`src/common/sgs_defines.svh`:
```
`ifndef SGS_DEFINES_SVH
`define SGS_DEFINES_SVH

// Clock rate and resume reset release delay
`define SGS_CLK_MHZ 200
`define SGS_RESET_DELAY_US 32000
`define SGS_DELAY_CNT_W 23

// Bit positions of the synchronised input vector
`define SGS_IN_GOOD 0
`define SGS_IN_S3 1
`define SGS_IN_S5 2
`define SGS_IN_5V 3
`define SGS_IN_3V3 4
`define SGS_IN_ALINK 5
`define SGS_IN_GPIO 6
`define SGS_IN_NUM 7
`define SGS_IN_RST 7'h00

// Register byte offsets
`define SGS_ADDR_W 4
`define SGS_REG_CTRL 4'h0
`define SGS_REG_STATUS 4'h4

// Pin control register fields
`define SGS_CTRL_FUNC 0
`define SGS_CTRL_DIR 1
`define SGS_CTRL_POL 2
`define SGS_CTRL_OD 3
`define SGS_CTRL_DATA 4
`define SGS_CTRL_W 5
`define SGS_CTRL_RST 5'h01

// Status register fields
`define SGS_ST_LATCH 0
`define SGS_ST_CUT 1
`define SGS_ST_RSM 2
`define SGS_ST_CODEC 3
`define SGS_ST_PIN 4
`define SGS_ST_ENAB 5
`define SGS_ST_W 6

`endif

```
`src/common/sgs_pkg.sv`:
```
package sgs_pkg;

   // Resume reset sequencer, Gray coded along the power-up path
   typedef enum logic [1:0] {
      SGS_RAIL_DOWN = 2'h0,
      SGS_DELAY = 2'h1,
      SGS_WAIT_3V3 = 2'h3,
      SGS_RELEASED = 2'h2
   } sgs_rsm_state_t;

endpackage

```
`src/common/sgs_pin_if.sv`:
```
`timescale 1ns/1ps
`default_nettype none

// Raw pin levels in, filtered levels out
interface sgs_pin_if #(
   parameter int W = 1
);
   logic [W-1:0] raw;
   logic [W-1:0] filt;

   modport sync (input raw, output filt);
   modport user (output raw, input filt);
endinterface

`default_nettype wire

```
`src/rtl/sgs_standby_glue.sv`:
```
`timescale 1ns/1ps
`default_nettype none
`include "sgs_defines.svh"

module sgs_standby_glue
   import sgs_pkg::*;
#(
   parameter int RESET_DELAY_CYCLES = `SGS_RESET_DELAY_US * `SGS_CLK_MHZ,
   parameter int CNT_W = `SGS_DELAY_CNT_W
) (
   // Clock and reset
   input wire logic clk,
   input wire logic rst_b,
   // Chipset sleep and supply inputs
   input wire logic supplyGoodIn,
   input wire logic suspendSleepN,
   input wire logic softOffSleepN,
   // Standby rail detectors
   input wire logic standby5vRail,
   input wire logic standby3v3Rail,
   // Codec link
   input wire logic audioLinkResetN,
   output logic codecDisableResetN,
   // Shared GPIO pin
   input wire logic sharedGpioIn,
   output logic sharedGpioOut,
   output logic sharedGpioOe,
   // Supply switching outputs
   output logic supplySwitchCutNOut,
   output logic supplySwitchCutNOe,
   output logic latchedSupplyCut,
   // Resume well reset
   output logic resumeWellResetN,
   // Avalon-MM slave
   input wire logic [`SGS_ADDR_W-1:0] avsAddress,
   input wire logic avsRead,
   input wire logic avsWrite,
   input wire logic [31:0] avsWriteData,
   input wire logic [3:0] avsByteEnable,
   output logic [31:0] avsReadData,
   output logic avsWaitrequest
);

   localparam logic [CNT_W-1:0] DELAY_LAST = CNT_W'(RESET_DELAY_CYCLES - 1);

   if (RESET_DELAY_CYCLES < 1 || RESET_DELAY_CYCLES > 2 ** CNT_W) begin : gChk
      $error("sgs_standby_glue: delay does not fit the counter width");
   end

   logic [`SGS_IN_NUM-1:0] inFilt;
   logic [`SGS_CTRL_W-1:0] ctrl;
   logic prevCutN;
   logic cutN;
   logic codecEnN;
   logic gpioLevel;
   logic [CNT_W-1:0] delayCnt;
   sgs_rsm_state_t rsmState;
   sgs_rsm_state_t next_rsmState;
   logic [`SGS_ST_W-1:0] status;

   // All pins are outside this clock, so each passes the filter chain
   sgs_pin_if #(.W(`SGS_IN_NUM)) pinBus ();

   assign pinBus.raw[`SGS_IN_GOOD] = supplyGoodIn;
   assign pinBus.raw[`SGS_IN_S3] = suspendSleepN;
   assign pinBus.raw[`SGS_IN_S5] = softOffSleepN;
   assign pinBus.raw[`SGS_IN_5V] = standby5vRail;
   assign pinBus.raw[`SGS_IN_3V3] = standby3v3Rail;
   assign pinBus.raw[`SGS_IN_ALINK] = audioLinkResetN;
   assign pinBus.raw[`SGS_IN_GPIO] = sharedGpioIn;
   assign inFilt = pinBus.filt;

   sgs_pin_sync #(
      .W(`SGS_IN_NUM),
      .RST_VAL(`SGS_IN_RST)
   ) sgs_pin_sync_i (
      .clk(clk),
      .rst_b(rst_b),
      .pins(pinBus)
   );

   // Supply cut: open drain, data always low, only the enable moves
   // drive when both high
   always_ff @(posedge clk or negedge rst_b) begin
      if (!rst_b) begin
         supplySwitchCutNOut <= 1'b0;
         supplySwitchCutNOe <= 1'b0;
      end else begin
         supplySwitchCutNOut <= 1'b0;
         supplySwitchCutNOe <= inFilt[`SGS_IN_GOOD] & inFilt[`SGS_IN_S3];
      end
   end

   // Pin level as seen with the external pull-up
   assign cutN = ~supplySwitchCutNOe;

   always_ff @(posedge clk or negedge rst_b) begin
      if (!rst_b) begin
         prevCutN <= 1'b0;
      end else begin
         prevCutN <= cutN;
      end
   end

   // Latched cut; a release seen before S5 rises is not latched later
   // set on rise, clear on S5
   always_ff @(posedge clk or negedge rst_b) begin
      if (!rst_b) begin
         latchedSupplyCut <= 1'b0;
      end else if (!inFilt[`SGS_IN_S5] || !cutN) begin
         latchedSupplyCut <= 1'b0;
      end else if (!prevCutN) begin
         latchedSupplyCut <= 1'b1;
      end
   end

   // Resume reset sequencer
   // restart only from rail down
   always_comb begin
      next_rsmState = rsmState;
      case (rsmState)
         SGS_RAIL_DOWN: begin
            if (inFilt[`SGS_IN_5V]) begin
               next_rsmState = SGS_DELAY;
            end
         end
         SGS_DELAY: begin
            if (delayCnt == DELAY_LAST) begin
               next_rsmState = SGS_WAIT_3V3;
            end
         end
         SGS_WAIT_3V3: begin
            if (inFilt[`SGS_IN_3V3]) begin
               next_rsmState = SGS_RELEASED;
            end
         end
         SGS_RELEASED: begin
            next_rsmState = SGS_RELEASED;
         end
         default: begin
            next_rsmState = SGS_RAIL_DOWN;
         end
      endcase
      if (!inFilt[`SGS_IN_5V]) begin
         next_rsmState = SGS_RAIL_DOWN;
      end
   end

   always_ff @(posedge clk or negedge rst_b) begin
      if (!rst_b) begin
         rsmState <= SGS_RAIL_DOWN;
      end else begin
         rsmState <= next_rsmState;
      end
   end

   always_ff @(posedge clk or negedge rst_b) begin
      if (!rst_b) begin
         delayCnt <= '0;
      end else if (rsmState == SGS_DELAY && delayCnt != DELAY_LAST) begin
         delayCnt <= delayCnt + 1'b1;
      end else if (rsmState == SGS_RAIL_DOWN) begin
         delayCnt <= '0;
      end
   end

   // hold low until 3.3 V present
   always_ff @(posedge clk or negedge rst_b) begin
      if (!rst_b) begin
         resumeWellResetN <= 1'b0;
      end else begin
         resumeWellResetN <= (next_rsmState == SGS_RELEASED) &
                             inFilt[`SGS_IN_3V3];
      end
   end

   // Codec enable source selected by the pin control register
   // direct pin feed in codec mode
   always_comb begin
      gpioLevel = ctrl[`SGS_CTRL_DATA] ^ ctrl[`SGS_CTRL_POL];
      if (ctrl[`SGS_CTRL_FUNC]) begin
         codecEnN = inFilt[`SGS_IN_GPIO];
      end else if (ctrl[`SGS_CTRL_DIR]) begin
         codecEnN = gpioLevel;
      end else begin
         codecEnN = 1'b0;
      end
   end

   // no sleep input gates this path
   // reset is link AND not enable
   always_ff @(posedge clk or negedge rst_b) begin
      if (!rst_b) begin
         codecDisableResetN <= 1'b0;
      end else begin
         codecDisableResetN <= inFilt[`SGS_IN_ALINK] & ~codecEnN;
      end
   end

   // Pin driver; open drain only ever pulls low
   // polarity and type on pin
   always_ff @(posedge clk or negedge rst_b) begin
      if (!rst_b) begin
         sharedGpioOut <= 1'b0;
         sharedGpioOe <= 1'b0;
      end else if (!ctrl[`SGS_CTRL_FUNC] && ctrl[`SGS_CTRL_DIR]) begin
         sharedGpioOut <= gpioLevel & ~ctrl[`SGS_CTRL_OD];
         sharedGpioOe <= ~(ctrl[`SGS_CTRL_OD] & gpioLevel);
      end else begin
         sharedGpioOut <= 1'b0;
         sharedGpioOe <= 1'b0;
      end
   end

   // Bus answer: one wait cycle, then a single low waitrequest cycle
   always_ff @(posedge clk or negedge rst_b) begin
      if (!rst_b) begin
         avsWaitrequest <= 1'b1;
      end else begin
         avsWaitrequest <= !((avsRead | avsWrite) & avsWaitrequest);
      end
   end

   // Control register, taken at the edge where waitrequest is low
   always_ff @(posedge clk or negedge rst_b) begin
      if (!rst_b) begin
         ctrl <= `SGS_CTRL_RST;
      end else if (avsWrite && !avsWaitrequest && avsByteEnable[0] &&
                   avsAddress == `SGS_REG_CTRL) begin
         ctrl <= avsWriteData[`SGS_CTRL_W-1:0];
      end
   end

   assign status = {codecEnN, inFilt[`SGS_IN_GPIO], codecDisableResetN,
                    resumeWellResetN, supplySwitchCutNOe, latchedSupplyCut};

   // Read data loaded with the answer; unmapped words read zero
   always_ff @(posedge clk or negedge rst_b) begin
      if (!rst_b) begin
         avsReadData <= '0;
      end else if (avsRead && avsWaitrequest) begin
         case (avsAddress)
            `SGS_REG_CTRL: avsReadData <= 32'(ctrl);
            `SGS_REG_STATUS: avsReadData <= 32'(status);
            default: avsReadData <= '0;
         endcase
      end
   end

   // Cycles since the 5 V rail came up, checking aid only
   logic [31:0] railUpCnt;

   always_ff @(posedge clk or negedge rst_b) begin
      if (!rst_b) begin
         railUpCnt <= '0;
      end else if (!inFilt[`SGS_IN_5V]) begin
         railUpCnt <= '0;
      end else if (railUpCnt != 32'hffffffff) begin
         railUpCnt <= railUpCnt + 32'h1;
      end
   end
endmodule

`default_nettype wire

```
`src/rtl/sgs_pin_sync.sv`:
```
`timescale 1ns/1ps
`default_nettype none

module sgs_pin_sync #(
   parameter int W = 1,
   parameter logic [W-1:0] RST_VAL = '0
) (
   // Clock and reset
   input wire logic clk,
   input wire logic rst_b,
   // Pin levels
   sgs_pin_if.sync pins
);

   logic [W-1:0] stage1;
   logic [W-1:0] stage2;
   logic [W-1:0] stage3;

   if (W < 1) begin : gWidthCheck
      $error("sgs_pin_sync: width must be at least one");
   end

   // Three-stage chain; only stage2 reads stage1
   always_ff @(posedge clk or negedge rst_b) begin
      if (!rst_b) begin
         stage1 <= RST_VAL;
         stage2 <= RST_VAL;
         stage3 <= RST_VAL;
      end else begin
         stage1 <= pins.raw;
         stage2 <= stage1;
         stage3 <= stage2;
      end
   end

   // A change counts only once the last two stages agree
   always_ff @(posedge clk or negedge rst_b) begin
      if (!rst_b) begin
         pins.filt <= RST_VAL;
      end else begin
         pins.filt <= (stage2 & stage3) | (pins.filt & (stage2 | stage3));
      end
   end

endmodule

`default_nettype wire

```
`config.mk`:
```
export PLATFORM = sky130hd
export DESIGN_NAME = sgs_standby_glue
export DESIGN_NICKNAME = d
export VERILOG_FILES = /design/src/common/sgs_pkg.sv /design/src/common/sgs_pin_if.sv /design/src/rtl/sgs_standby_glue.sv /design/src/rtl/sgs_pin_sync.sv
export VERILOG_INCLUDE_DIRS = /design/src /design/src/common
export SDC_FILE = /design/constraint.sdc
export NUM_CORES = 1
export LEC_CHECK = 0
export ABC_CLOCK_PERIOD_IN_PS = 2800
export BUFFER_PORTS_ARGS = -buffer_cell sky130_fd_sc_hd__buf_4
export CAP_MARGIN = 30
export CORE_MARGIN = 3
export CORE_UTILIZATION = 56
export CTS_BUF_LIST = sky130_fd_sc_hd__clkbuf_16
export CTS_CLUSTER_SIZE = 10
export DETAILED_ROUTE_END_ITERATION = 16
export GPL_ROUTABILITY_DRIVEN = 0
export PLACE_DENSITY = 0.82
export SYNTH_ARGS = -nofsm -noshare
export SYNTH_HDL_FRONTEND = slang
export SYNTH_SLANG_ARGS = --single-unit
```
`constraint.sdc`:
```
create_clock -name clk -period 2.8 [get_ports clk]
set_clock_uncertainty 0.15 [all_clocks]
set_input_delay 0.14 -clock clk [delete_from_list [all_inputs] [get_ports clk]]
set_output_delay 0.14 -clock clk [all_outputs]
set_load 0.02 [all_outputs]
```
==> results.toml, run 1 <==
[sta]
finalCritPeriodShare_pct = 84.7
finalHoldViolations = 0
rsz0062_at_grt = "false"
slew_violations = 0
relSlewSlack_pct = 43.4
fmaxAchievable_ghz = 0.422
finalSetupViolCount = 0
min_period_ns = 2.37
worst_pin_slew_ns = 0.849
tns_ns = 0

[hold_path]
hp-class = "in -> reg"

[run]
maxCapViolations = 0

[synth]
avgSynthCellArea_sq_um = 11.1
yosys_warnings = 0
synthDistinctLibCells = 48
ys_ff_latch = 72
synth_area_sq_um = 3200
yosysTopAreaCellShare_pct = 54.8
synth_edf_count = 0
synth-seq-area-share_pct = 56.4
async_flop_share_pct = 100
synth.most_common_cell = "dfrtp_1"
synthCells = 289
synth_flop_cell = "dfrtp_1"
ys_top_cells_by_count = "70 x dfrtp_1, 29 x nand2_1, 28 x buf_4"
yosysTopAreaCell = "dfrtp_1"
synth.area.top_cells = "dfrtp_1 55%, buf_4 6.6%, nand2_1 3.4%, nand3_1 2.5%, maj3_1 2.2%"

[clock_tree]
path_clk_slew_ns = 0.06
clockRootBuffer = "clkbuf_16"
clockBufferDepth = 2
cts.sinks = 72
cts_buffers = 9
htree_levels = 3
cts_hold_buffers = 18
insertion_delay_ns = 0.33
cts_resized = 0
post_cts_buffers = 0
cts_tree = "done"

[die]
die_w_um = 81.6
die-area_sq_um = 6650
row_count = 26
top_level_ports = 91
core_region_area_sq_um = 5300
start_util_pct = 60.3
die_y_um = 81.6

[global_routing]
grt_pass1_vias = 2351
grt_usage_pct = 22.2
grt_first_pass_wirelength_um = 11100
overflow = 0
grt_max_degree = 73
antenna_found_initial = 0

[finish]
fin_nets = 391
drive_gt1_share_pct = 19.8
area_delta_synth_final_pct = 21.3
n_antenna_cell = 0
stdcell_count = 414
final_cell_area_sq_um = 3880

[drt]
avgRoutedWirePerCell_um = 15.6
ant_nets = 0
vias_per_cell = 5.58
drt_wl_total_um = 6460
drt_iter0_drc = 253
via_count = 2309
dr.pass1.iters = 4
drt_drc_violations_left = 0

[critical_path]
critPathMaxFanout = 11
path_class = "reg -> reg"
endpoint_kind = "register"
arrival_ns = 2.44
r2r_setup_slack_ns = 0.43
start_kind = "register"
crit_required_ns = 2.87

[power]
power_density_nw_per_um2 = 659
total_power_mw = 2.56
p_leak_nw = 1.81
vdd.ir_drop.worst_uv = 566

[placed_design]
portBuffers = 33
place_area_sq_um = 3390
dp_hpwl_um = 3960
placedCellCount = 380

[outcome]
status = "finished clean"
[cell type report]
class / instances / area (sq um)
clock buffer: 9 / 225
clock inverter: 7 / 85.1
fill: 348 / 1420
inverter: 12 / 45.0
multi-input combinational: 191 / 1190
sequential: 72 / 1800
tap: 70 / 87.6
timing repair buffer: 53 / 443
[worst max-delay path, stage by stage, from the launching register on]
cell and delay (ns):
dfrtp_1 0.43, nand4_1 0.28, nor4_4 0.49, nor2b_2 0.54, a21oi_1 0.21, o32ai_1 0.16
[report_power, final]
part           leakage [nW]  internal, mW  switching, mW  total (mW)
combinational         0.741        0.0964          0.147       0.243
clock                 0.153         0.709          0.458        1.17
sequential            0.919          1.10         0.0434        1.14
[state kept, by name, summed over array words and instances (netlist names)]
register and flops:
rsmState 2, delayCnt 23, sharedGpioOe 1, sgs_pin_sync_i.stage1 7, sharedGpioOut 1, sgs_pin_sync_i.pins.filt 7, sgs_pin_sync_i.stage2 7, prevCutN 1
latchedSupplyCut 1, ctrl 5, avsWaitrequest 1, sgs_pin_sync_i.stage3 7, resumeWellResetN 1, avsReadData 6, supplySwitchCutNOe 1, codecDisableResetN 1
[metrics by stage]
stage / hold WS, ns / setup WS [ns] / utilization [%]
final: 0.0759 / 0.429 / 73.1
after global routing: 0.102 / 0.250 / 73.1
after CTS: 0.0535 / 0.435 / 73.1
after detailed placement: 0.101 / 0.464 / 63.9
after global placement: 0.0989 / 0.540 / 63.9
after floorplan: -0.306 / 0.846 / -
[placed cells by master (no fill, tap or decap), types with 2 or more instances in the layout]
cell type	synthesis	layout
nand3_1	16	16
dfstp_2	2	2
o311ai_1	6	6
a21oi_1	12	12
or4_1	4	4
o211ai_1	4	4
inv_1	11	11
nor4_1	5	5
nor4_4	2	2
dlygate4sd3_1	0	18
nor2_1	6	6
nor3_1	4	4
clkbuf_16	0	9
and2_1	2	2
nor4b_1	2	2
nand2b_1	4	4
o21ai_0	7	7
and3_1	3	3
mux2i_1	6	6
or3_1	4	4
nand2_1	29	29
o21ai_1	4	4
or2_2	3	3
buf_4	28	35
dfrtp_1	70	70
a31oi_1	2	2
conb_1	1	27
maj3_1	7	7
mux2_2	5	5
nand4_1	2	2
inv_6	0	4
o31ai_1	9	9
[metal layers]
| layer | vias to the layer above | global-route usage (%) | routed length [um] |
|---|---|---|---|
| li1 | 1080 | - | - |
| met1 | 1121 | 26.8 | 2530 |
| met2 | 94 | 38.4 | 3400 |
| met3 | 14 | 3.73 | 375 |
| met4 | 0 | 11.3 | 157 |
| met5 | - | 0 | 0 |
[logic make-up (layout without fill, tap and decap cells)]
family / after synthesis / after routing / synth area share, %
flip-flops: 72 / 72 / 56.4
adder cells (fa/ha/maj): 8 / 8 / 2.58
buffers and inverters: 52 / 81 / 9.43
XOR/XNOR: 1 / 1 / 0.274
multiplexers: 11 / 11 / 3.64
AO/OA/AOI/OAI: 51 / 51 / 10.6
AND/OR/NAND/NOR: 93 / 93 / 16.9
other: 1 / 27 / 0.117
[path summary, 6_finish.rpt]
| kind | from | end | cells after the start |
|---|---|---|---|
| max in group asynchronous | rst_b | delayCnt[5] | 2 |
| worst max register to register | delayCnt[6] | delayCnt[1] | 5 |
| worst max-delay path | delayCnt[6] | delayCnt[1] | 5 |
| worst min-delay path | avsAddress[1] | avsReadData[0] | 3 |
| min in group asynchronous | rst_b | sgs_pin_sync_i.pins.filt[6] | 2 |
| worst min register to register | sgs_pin_sync_i.stage1[4] | sgs_pin_sync_i.stage2[4] | 0 |
No activity file was read; power rests on OpenSTA's default activity.
==> run 2, diff against run 1 <==
--- a/config.mk
+++ b/config.mk
@@ -6,16 +6,16 @@
 export SDC_FILE = /design/constraint.sdc
 export NUM_CORES = 1
 export LEC_CHECK = 0
-export ABC_CLOCK_PERIOD_IN_PS = 2800
+export ABC_CLOCK_PERIOD_IN_PS = 2250
 export BUFFER_PORTS_ARGS = -buffer_cell sky130_fd_sc_hd__buf_4
 export CAP_MARGIN = 30
 export CORE_MARGIN = 3
-export CORE_UTILIZATION = 56
+export CORE_UTILIZATION = 52
 export CTS_BUF_LIST = sky130_fd_sc_hd__clkbuf_16
 export CTS_CLUSTER_SIZE = 10
 export DETAILED_ROUTE_END_ITERATION = 16
 export GPL_ROUTABILITY_DRIVEN = 0
-export PLACE_DENSITY = 0.82
+export PLACE_DENSITY = 0.77
 export SYNTH_ARGS = -nofsm -noshare
 export SYNTH_HDL_FRONTEND = slang
 export SYNTH_SLANG_ARGS = --single-unit
==> constraint.sdc (replaced) <==
create_clock -name clk -period 2.25 [get_ports clk]
set_clock_uncertainty 0.15 [all_clocks]
set_input_delay 0.1125 -clock clk [delete_from_list [all_inputs] [get_ports clk]]
set_output_delay 0.1125 -clock clk [all_outputs]
set_load 0.02 [all_outputs]
==> run 2 against run 1 <==
Count of clock-buffer cells in the layout did not move. Maximum frequency rose by 15%. Flip-flop and latch count did not move. Largest cell class unchanged. Sequential power rose by 25%.
==> results.toml, run 2 (synthesized netlist as in run 1, its figures left out) <==
[outcome]
status = "finished clean"

[placed_design]
portBuffers = 33
dp_hpwl_um = 3870
place_area_sq_um = 3450

[sta]
slew_violations = 0
relSlewSlack_pct = 43.0
min_period_ns = 2.06
finalSetupViolCount = 0
worst_pin_slew_ns = 0.855
fmaxAchievable_ghz = 0.485
finalCritPeriodShare_pct = 91.7
tns_ns = 0
finalHoldViolations = 0
rsz0062_at_grt = "false"

[clock_tree]
htree_levels = 3
insertion_delay_ns = 0.33
post_cts_buffers = 0
clockBufferDepth = 2
cts.sinks = 72
cts_buffers = 9
path_clk_slew_ns = 0.06
clockRootBuffer = "clkbuf_16"
cts_tree = "done"

[die]
die_y_um = 84.4
start_util_pct = 56.0
die_w_um = 84.4
core_region_area_sq_um = 5710
die-area_sq_um = 7120
top_level_ports = 91
row_count = 27

[drt]
via_count = 2284
drt_iter0_drc = 149
ant_nets = 0
avgRoutedWirePerCell_um = 14.5
vias_per_cell = 5.40
dr.pass1.iters = 4
drt_drc_violations_left = 0
drt_wl_total_um = 6130

[critical_path]
endpoint_kind = "register"
crit_required_ns = 2.35
cp-startpoint = "delayCnt[6]"
critPathMaxFanout = 6
path_class = "reg -> reg"
r2r_setup_slack_ns = 0.19
r2r_end = "delayCnt[14]"
start_kind = "register"
r2r_cells = 6
regToRegStartpoint = "delayCnt[6]"
arrival_ns = 2.16

[finish]
layout_commonest_cell = "dfrtp_1"
area_delta_synth_final_pct = 22.9
n_fill_cell = 402
drive_gt1_share_pct = 21.7
layout_common_cells = "70 x dfrtp_1, 43 x buf_4, 29 x nand2_1, 27 x conb_1, 17 x dlygate4sd3_1"
n_antenna_cell = 0
regMostFlops = "delayCnt"
largest_register_ffs = 23
fin_nets = 398
final_cell_area_sq_um = 3930

[power]
clock_power_share_pct = 44.9
p_sw_share_pct = 24.5
p_leak_nw = 1.84
power.net_switching_uw = 766
intPower_mw = 2.36
power_density_nw_per_um2 = 796
p_seq_share_pct = 45.4
vdd.ir_drop.worst_uv = 788
power_frac_comb_pct = 9.7

[global_routing]
grt_max_degree = 73
grt_pass1_vias = 2225
overflow = 0
grt_first_pass_wirelength_um = 10500
grt_usage_pct = 18.4
antenna_found_initial = 0

[run]
maxCapViolations = 0

[hold_path]
min_to = "avsReadData[1]"
min_path_cells = 3
hp-class = "in -> reg"
hold_start = "avsAddress[2]"
==> run 2: power groups by stage <==
stage               clock network, mW  registers (mW)  logic, mW
floorplan                           0            1.45      0.188
global placement                    0            1.44      0.270
detailed placement                  0            1.44      0.276
CTS                              1.44            1.42      0.303
global route                     1.49            1.43      0.335
finish                           1.40            1.42      0.304
==> run 2: metrics by stage <==
| stage | power, mW | std cells | utilization [%] | hold slack [ns] | setup slack (ns) |
|---|---|---|---|---|---|
| finish | 3.13 | 423 | 68.8 | 0.0655 | 0.187 |
| global route | 3.26 | 423 | 68.8 | 0.0786 | 0.0285 |
| CTS | 3.16 | 424 | 68.9 | 0.0465 | 0.0788 |
| detailed placement | 1.72 | 390 | 60.4 | 0.0728 | 0.229 |
| global placement | 1.71 | 390 | 60.4 | 0.0720 | 0.290 |
| floorplan | 1.64 | 315 | - | -0.333 | 0.296 |
==> run 2: critical path, cell delays in order (launching register included) <==
cell     delay, ns
dfrtp_1       0.43
nand4_1       0.28
nor4_4        0.37
buf_4         0.21
nand4_1       0.13
or3_1         0.33
o21ai_1       0.08
==> run 2: worst max path at each step <==
| stage | cells past startpoint | endpoint |
|---|---|---|
| after floorplan | 6 | delayCnt[22] |
| after global placement | 5 | delayCnt[22] |
| after detailed placement | 6 | delayCnt[14] |
| after CTS | 7 | avsReadData[5] |
| after global routing | 6 | delayCnt[14] |
| final | 6 | delayCnt[14] |
==> run 2: layout make-up <==
cell class,count,area (sq um),area share [%]
Timing Repair Buffer,60,493,12.6
Clock inverter,7,76.3,1.94
Tap cell,72,90.1,2.29
Multi-Input combinational cell,191,1190,30.4
Inverter,12,45.0,1.15
Sequential cell,72,1800,45.9
Clock buffer,9,225,5.73
==> run 2: what timing repair did <==
item	CTS	global route
endpoints found under the setup margin	0	1
resized for setup	0	2
hold buffers	18	0
hold endpoints to repair	84	0
==> run 2: per-layer routing <==
metal	share of wire [%]	vias up	track usage [%]	routed length (um)
met5	0	-	0	0
met4	1.6	0	8.35	98
met3	4.4	9	3.83	270
met2	49	68	29.5	3020
met1	45	1122	24.1	2740
li1	-	1085	-	-
==> run 3, diff against run 2 <==
--- a/config.mk
+++ b/config.mk
@@ -6,6 +6,7 @@
 export SDC_FILE = /design/constraint.sdc
 export NUM_CORES = 1
 export LEC_CHECK = 0
+export ABC_AREA = 1
 export ABC_CLOCK_PERIOD_IN_PS = 2250
 export BUFFER_PORTS_ARGS = -buffer_cell sky130_fd_sc_hd__buf_4
 export CAP_MARGIN = 30
@@ -15,7 +16,7 @@
 export CTS_CLUSTER_SIZE = 10
 export DETAILED_ROUTE_END_ITERATION = 16
 export GPL_ROUTABILITY_DRIVEN = 0
-export PLACE_DENSITY = 0.77
+export PLACE_DENSITY = 0.76
 export SYNTH_ARGS = -nofsm -noshare
 export SYNTH_HDL_FRONTEND = slang
 export SYNTH_SLANG_ARGS = --single-unit
==> run 3 against run 2 <==
Synthesized cell count increased by 34%. Worst hold slack lost 0.024 ns. Synthesized area is 5.4% higher. Combinational power about the same. Maximum frequency grew 1.7%. Wire length grew 6.4%. Critical path depth rose by 1. Die area up 5.0%. Setup slack improved by 0.035 ns. Global-route usage increased by 0.58 points.
==> results.toml, run 3 <==
[die]
row_count = 28
die_w_um = 86.5
top_level_ports = 91
die-area_sq_um = 7480
die_y_um = 86.5
start_util_pct = 55.3
core_region_area_sq_um = 6100

[finish]
seq_area_sq_um = 1800
regMostFlops = "delayCnt"
drive_gt1_share_pct = 14.5
area_delta_synth_final_pct = 19.4
layout_commonest_cell = "nand2_1"
largest_register_ffs = 23
stdcell_count = 523
n_antenna_cell = 0
layout_common_cells = "129 x nand2_1, 70 x dfrtp_1, 36 x inv_1, 36 x nor2_1, 34 x buf_4"
n_fill_cell = 494
multiInputGateArea_sq_um = 1280
fin_nets = 496

[synth]
yosys_warnings = 0
synth.area.top_cells = "dfrtp_1 52%, nand2_1 14%, buf_4 6.0%, inv_1 4.0%, nor2_1 4.0%"
async_flop_share_pct = 100
synth-seq-area-share_pct = 53.5
synth.most_common_cell = "nand2_1"
ys_ff_latch = 72
ys_top_cells_by_count = "129 x nand2_1, 70 x dfrtp_1, 36 x inv_1, 36 x nor2_1, 27 x buf_4"
synth_flop_cell = "dfrtp_1"
yosysTopAreaCellShare_pct = 52.0
synthDistinctLibCells = 29
avgSynthCellArea_sq_um = 8.68
synthCells = 388
synth_edf_count = 0
synth_area_sq_um = 3370
yosysTopAreaCell = "dfrtp_1"

[run]
maxCapViolations = 0

[global_routing]
antenna_found_initial = 0
grt_first_pass_wirelength_um = 11100
grt_usage_pct = 18.9
grt_max_degree = 73
grt_pass1_vias = 2429
overflow = 0

[sta]
finalHoldViolations = 0
fmaxAchievable_ghz = 0.493
tns_ns = 0
slew_violations = 0
worst_pin_slew_ns = 0.870
relSlewSlack_pct = 42.0
min_period_ns = 2.03
finalSetupViolCount = 0
finalCritPeriodShare_pct = 90.1
rsz0062_at_grt = "false"

[clock_tree]
insertion_delay_ns = 0.32
clockBufferDepth = 2
cts_buffers = 9
htree_levels = 3
cts.sinks = 72
cts_tree = "done"
post_cts_buffers = 0
clockRootBuffer = "clkbuf_16"
path_clk_slew_ns = 0.06

[power]
p_seq_share_pct = 45.9
vdd.ir_drop.worst_uv = 672
p_sw_share_pct = 24.7
power_frac_comb_pct = 9.7
clock_power_share_pct = 44.4
power.net_switching_uw = 774
p_leak_nw = 2.00
power_density_nw_per_um2 = 778
intPower_mw = 2.36

[drt]
drt_iter0_drc = 205
vias_per_cell = 4.93
avgRoutedWirePerCell_um = 12.5
ant_nets = 0
drt_drc_violations_left = 0
drt_wl_total_um = 6520
via_count = 2580
dr.pass1.iters = 4

[hold_path]
min_path_cells = 5
min_to = "ctrl[0]"
hp-class = "in -> reg"
hold_start = "avsAddress[3]"

[critical_path]
critPathMaxFanout = 23
r2r_setup_slack_ns = 0.22
endpoint_kind = "register"
start_kind = "register"
r2r_cells = 7
arrival_ns = 2.14
crit_required_ns = 2.36
r2r_end = "delayCnt[3]"
regToRegStartpoint = "delayCnt[0]"
path_class = "reg -> reg"

[placed_design]
placedCellCount = 493
portBuffers = 33
dp_hpwl_um = 4390

[outcome]
status = "finished clean"
==> run 3: cell count changes after synthesis, moves of 8 or more <==
cell      change
nand2_1     +100
inv_1        +25
clkbuf_1     -11
nor2_1       +30
o31ai_1       -9
a21oi_1       -8
==> run 3: cell type report <==
| type | instances | share of cell area, % |
|---|---|---|
| sequential | 72 | 44.8 |
| timing repair buffer | 49 | 10.1 |
| tap | 75 | 2.33 |
| clock inverter | 6 | 1.71 |
| inverter | 38 | 3.54 |
| clock buffer | 9 | 5.60 |
| multi-input combinational | 274 | 31.9 |
==> run 3: power groups by stage <==
stage | Sequential, mW | Clock, mW | Combinational, mW
finish | 1.43 | 1.39 | 0.305
CTS | 1.44 | 1.42 | 0.308
global placement | 1.45 | 0 | 0.279
floorplan | 1.47 | 0 | 0.185
global route | 1.44 | 1.48 | 0.340
detailed placement | 1.46 | 0 | 0.284
==> run 3: cell families after synthesis <==
group | share of synthesized area [%]
XOR/XNOR | 2.08
other | 0.111
adder cells (fa/ha/maj) | 2.45
AO/OA/AOI/OAI | 3.97
AND/OR/NAND/NOR | 26.6
flip-flops | 53.5
buffers and inverters | 11.3
==> run 3: critical path: stages, from the launching register on <==
cell     delay (ns)
dfrtp_1        0.42
ha_1           0.28
nand3_2        0.17
nor2_4         0.19
nand4_1        0.15
nand2_2        0.40
nand2_1        0.12
nand2_1        0.09
==> run 3: repair_timing <==
item / 4_1_cts / 5_1_grt
gates resized for setup: 0 / 0
endpoints found under the hold margin: 83 / 0
setup endpoints to repair: 0 / 0
hold buffers: 15 / 0
==> run 3: worst max-delay path by stage <==
stage | startpoint | to | slack [ns] | cells past startpoint
2_1_floorplan | delayCnt[0] | delayCnt[20] | 0.58 | 9
3_3_place_gp | delayCnt[0] | delayCnt[10] | 0.27 | 8
3_5_place_dp | delayCnt[0] | delayCnt[3] | 0.24 | 7
4_1_cts | delayCnt[0] | delayCnt[3] | 0.21 | 7
5_1_grt | delayCnt[0] | delayCnt[17] | 0.04 | 7
6_report | delayCnt[0] | delayCnt[3] | 0.22 | 7
==> run 3: per-stage QoR <==
| stage | cell area, sq um | util [%] | worst slack, ns | total power [mW] | hold slack [ns] |
|---|---|---|---|---|---|
| 2_1_floorplan | 3470 | - | 0.578 | 1.66 | -0.333 |
| 6_report | 4020 | 66.0 | 0.222 | 3.13 | 0.0414 |
| 3_3_place_gp | 3580 | 58.7 | 0.274 | 1.73 | 0.0716 |
| 3_5_place_dp | 3580 | 58.7 | 0.238 | 1.74 | 0.0731 |
| 4_1_cts | 4020 | 66.0 | 0.215 | 3.16 | 0.0361 |
| 5_1_grt | 4020 | 66.0 | 0.0352 | 3.27 | 0.0709 |
==> run 3: routing by layer <==
metal	vias up	GRT usage [%]	wire length, um
met2	91	30.0	3180
met1	1202	25.7	2860
li1	1275	-	-
met5	-	0	0
met4	0	7.65	94
met3	12	3.71	393
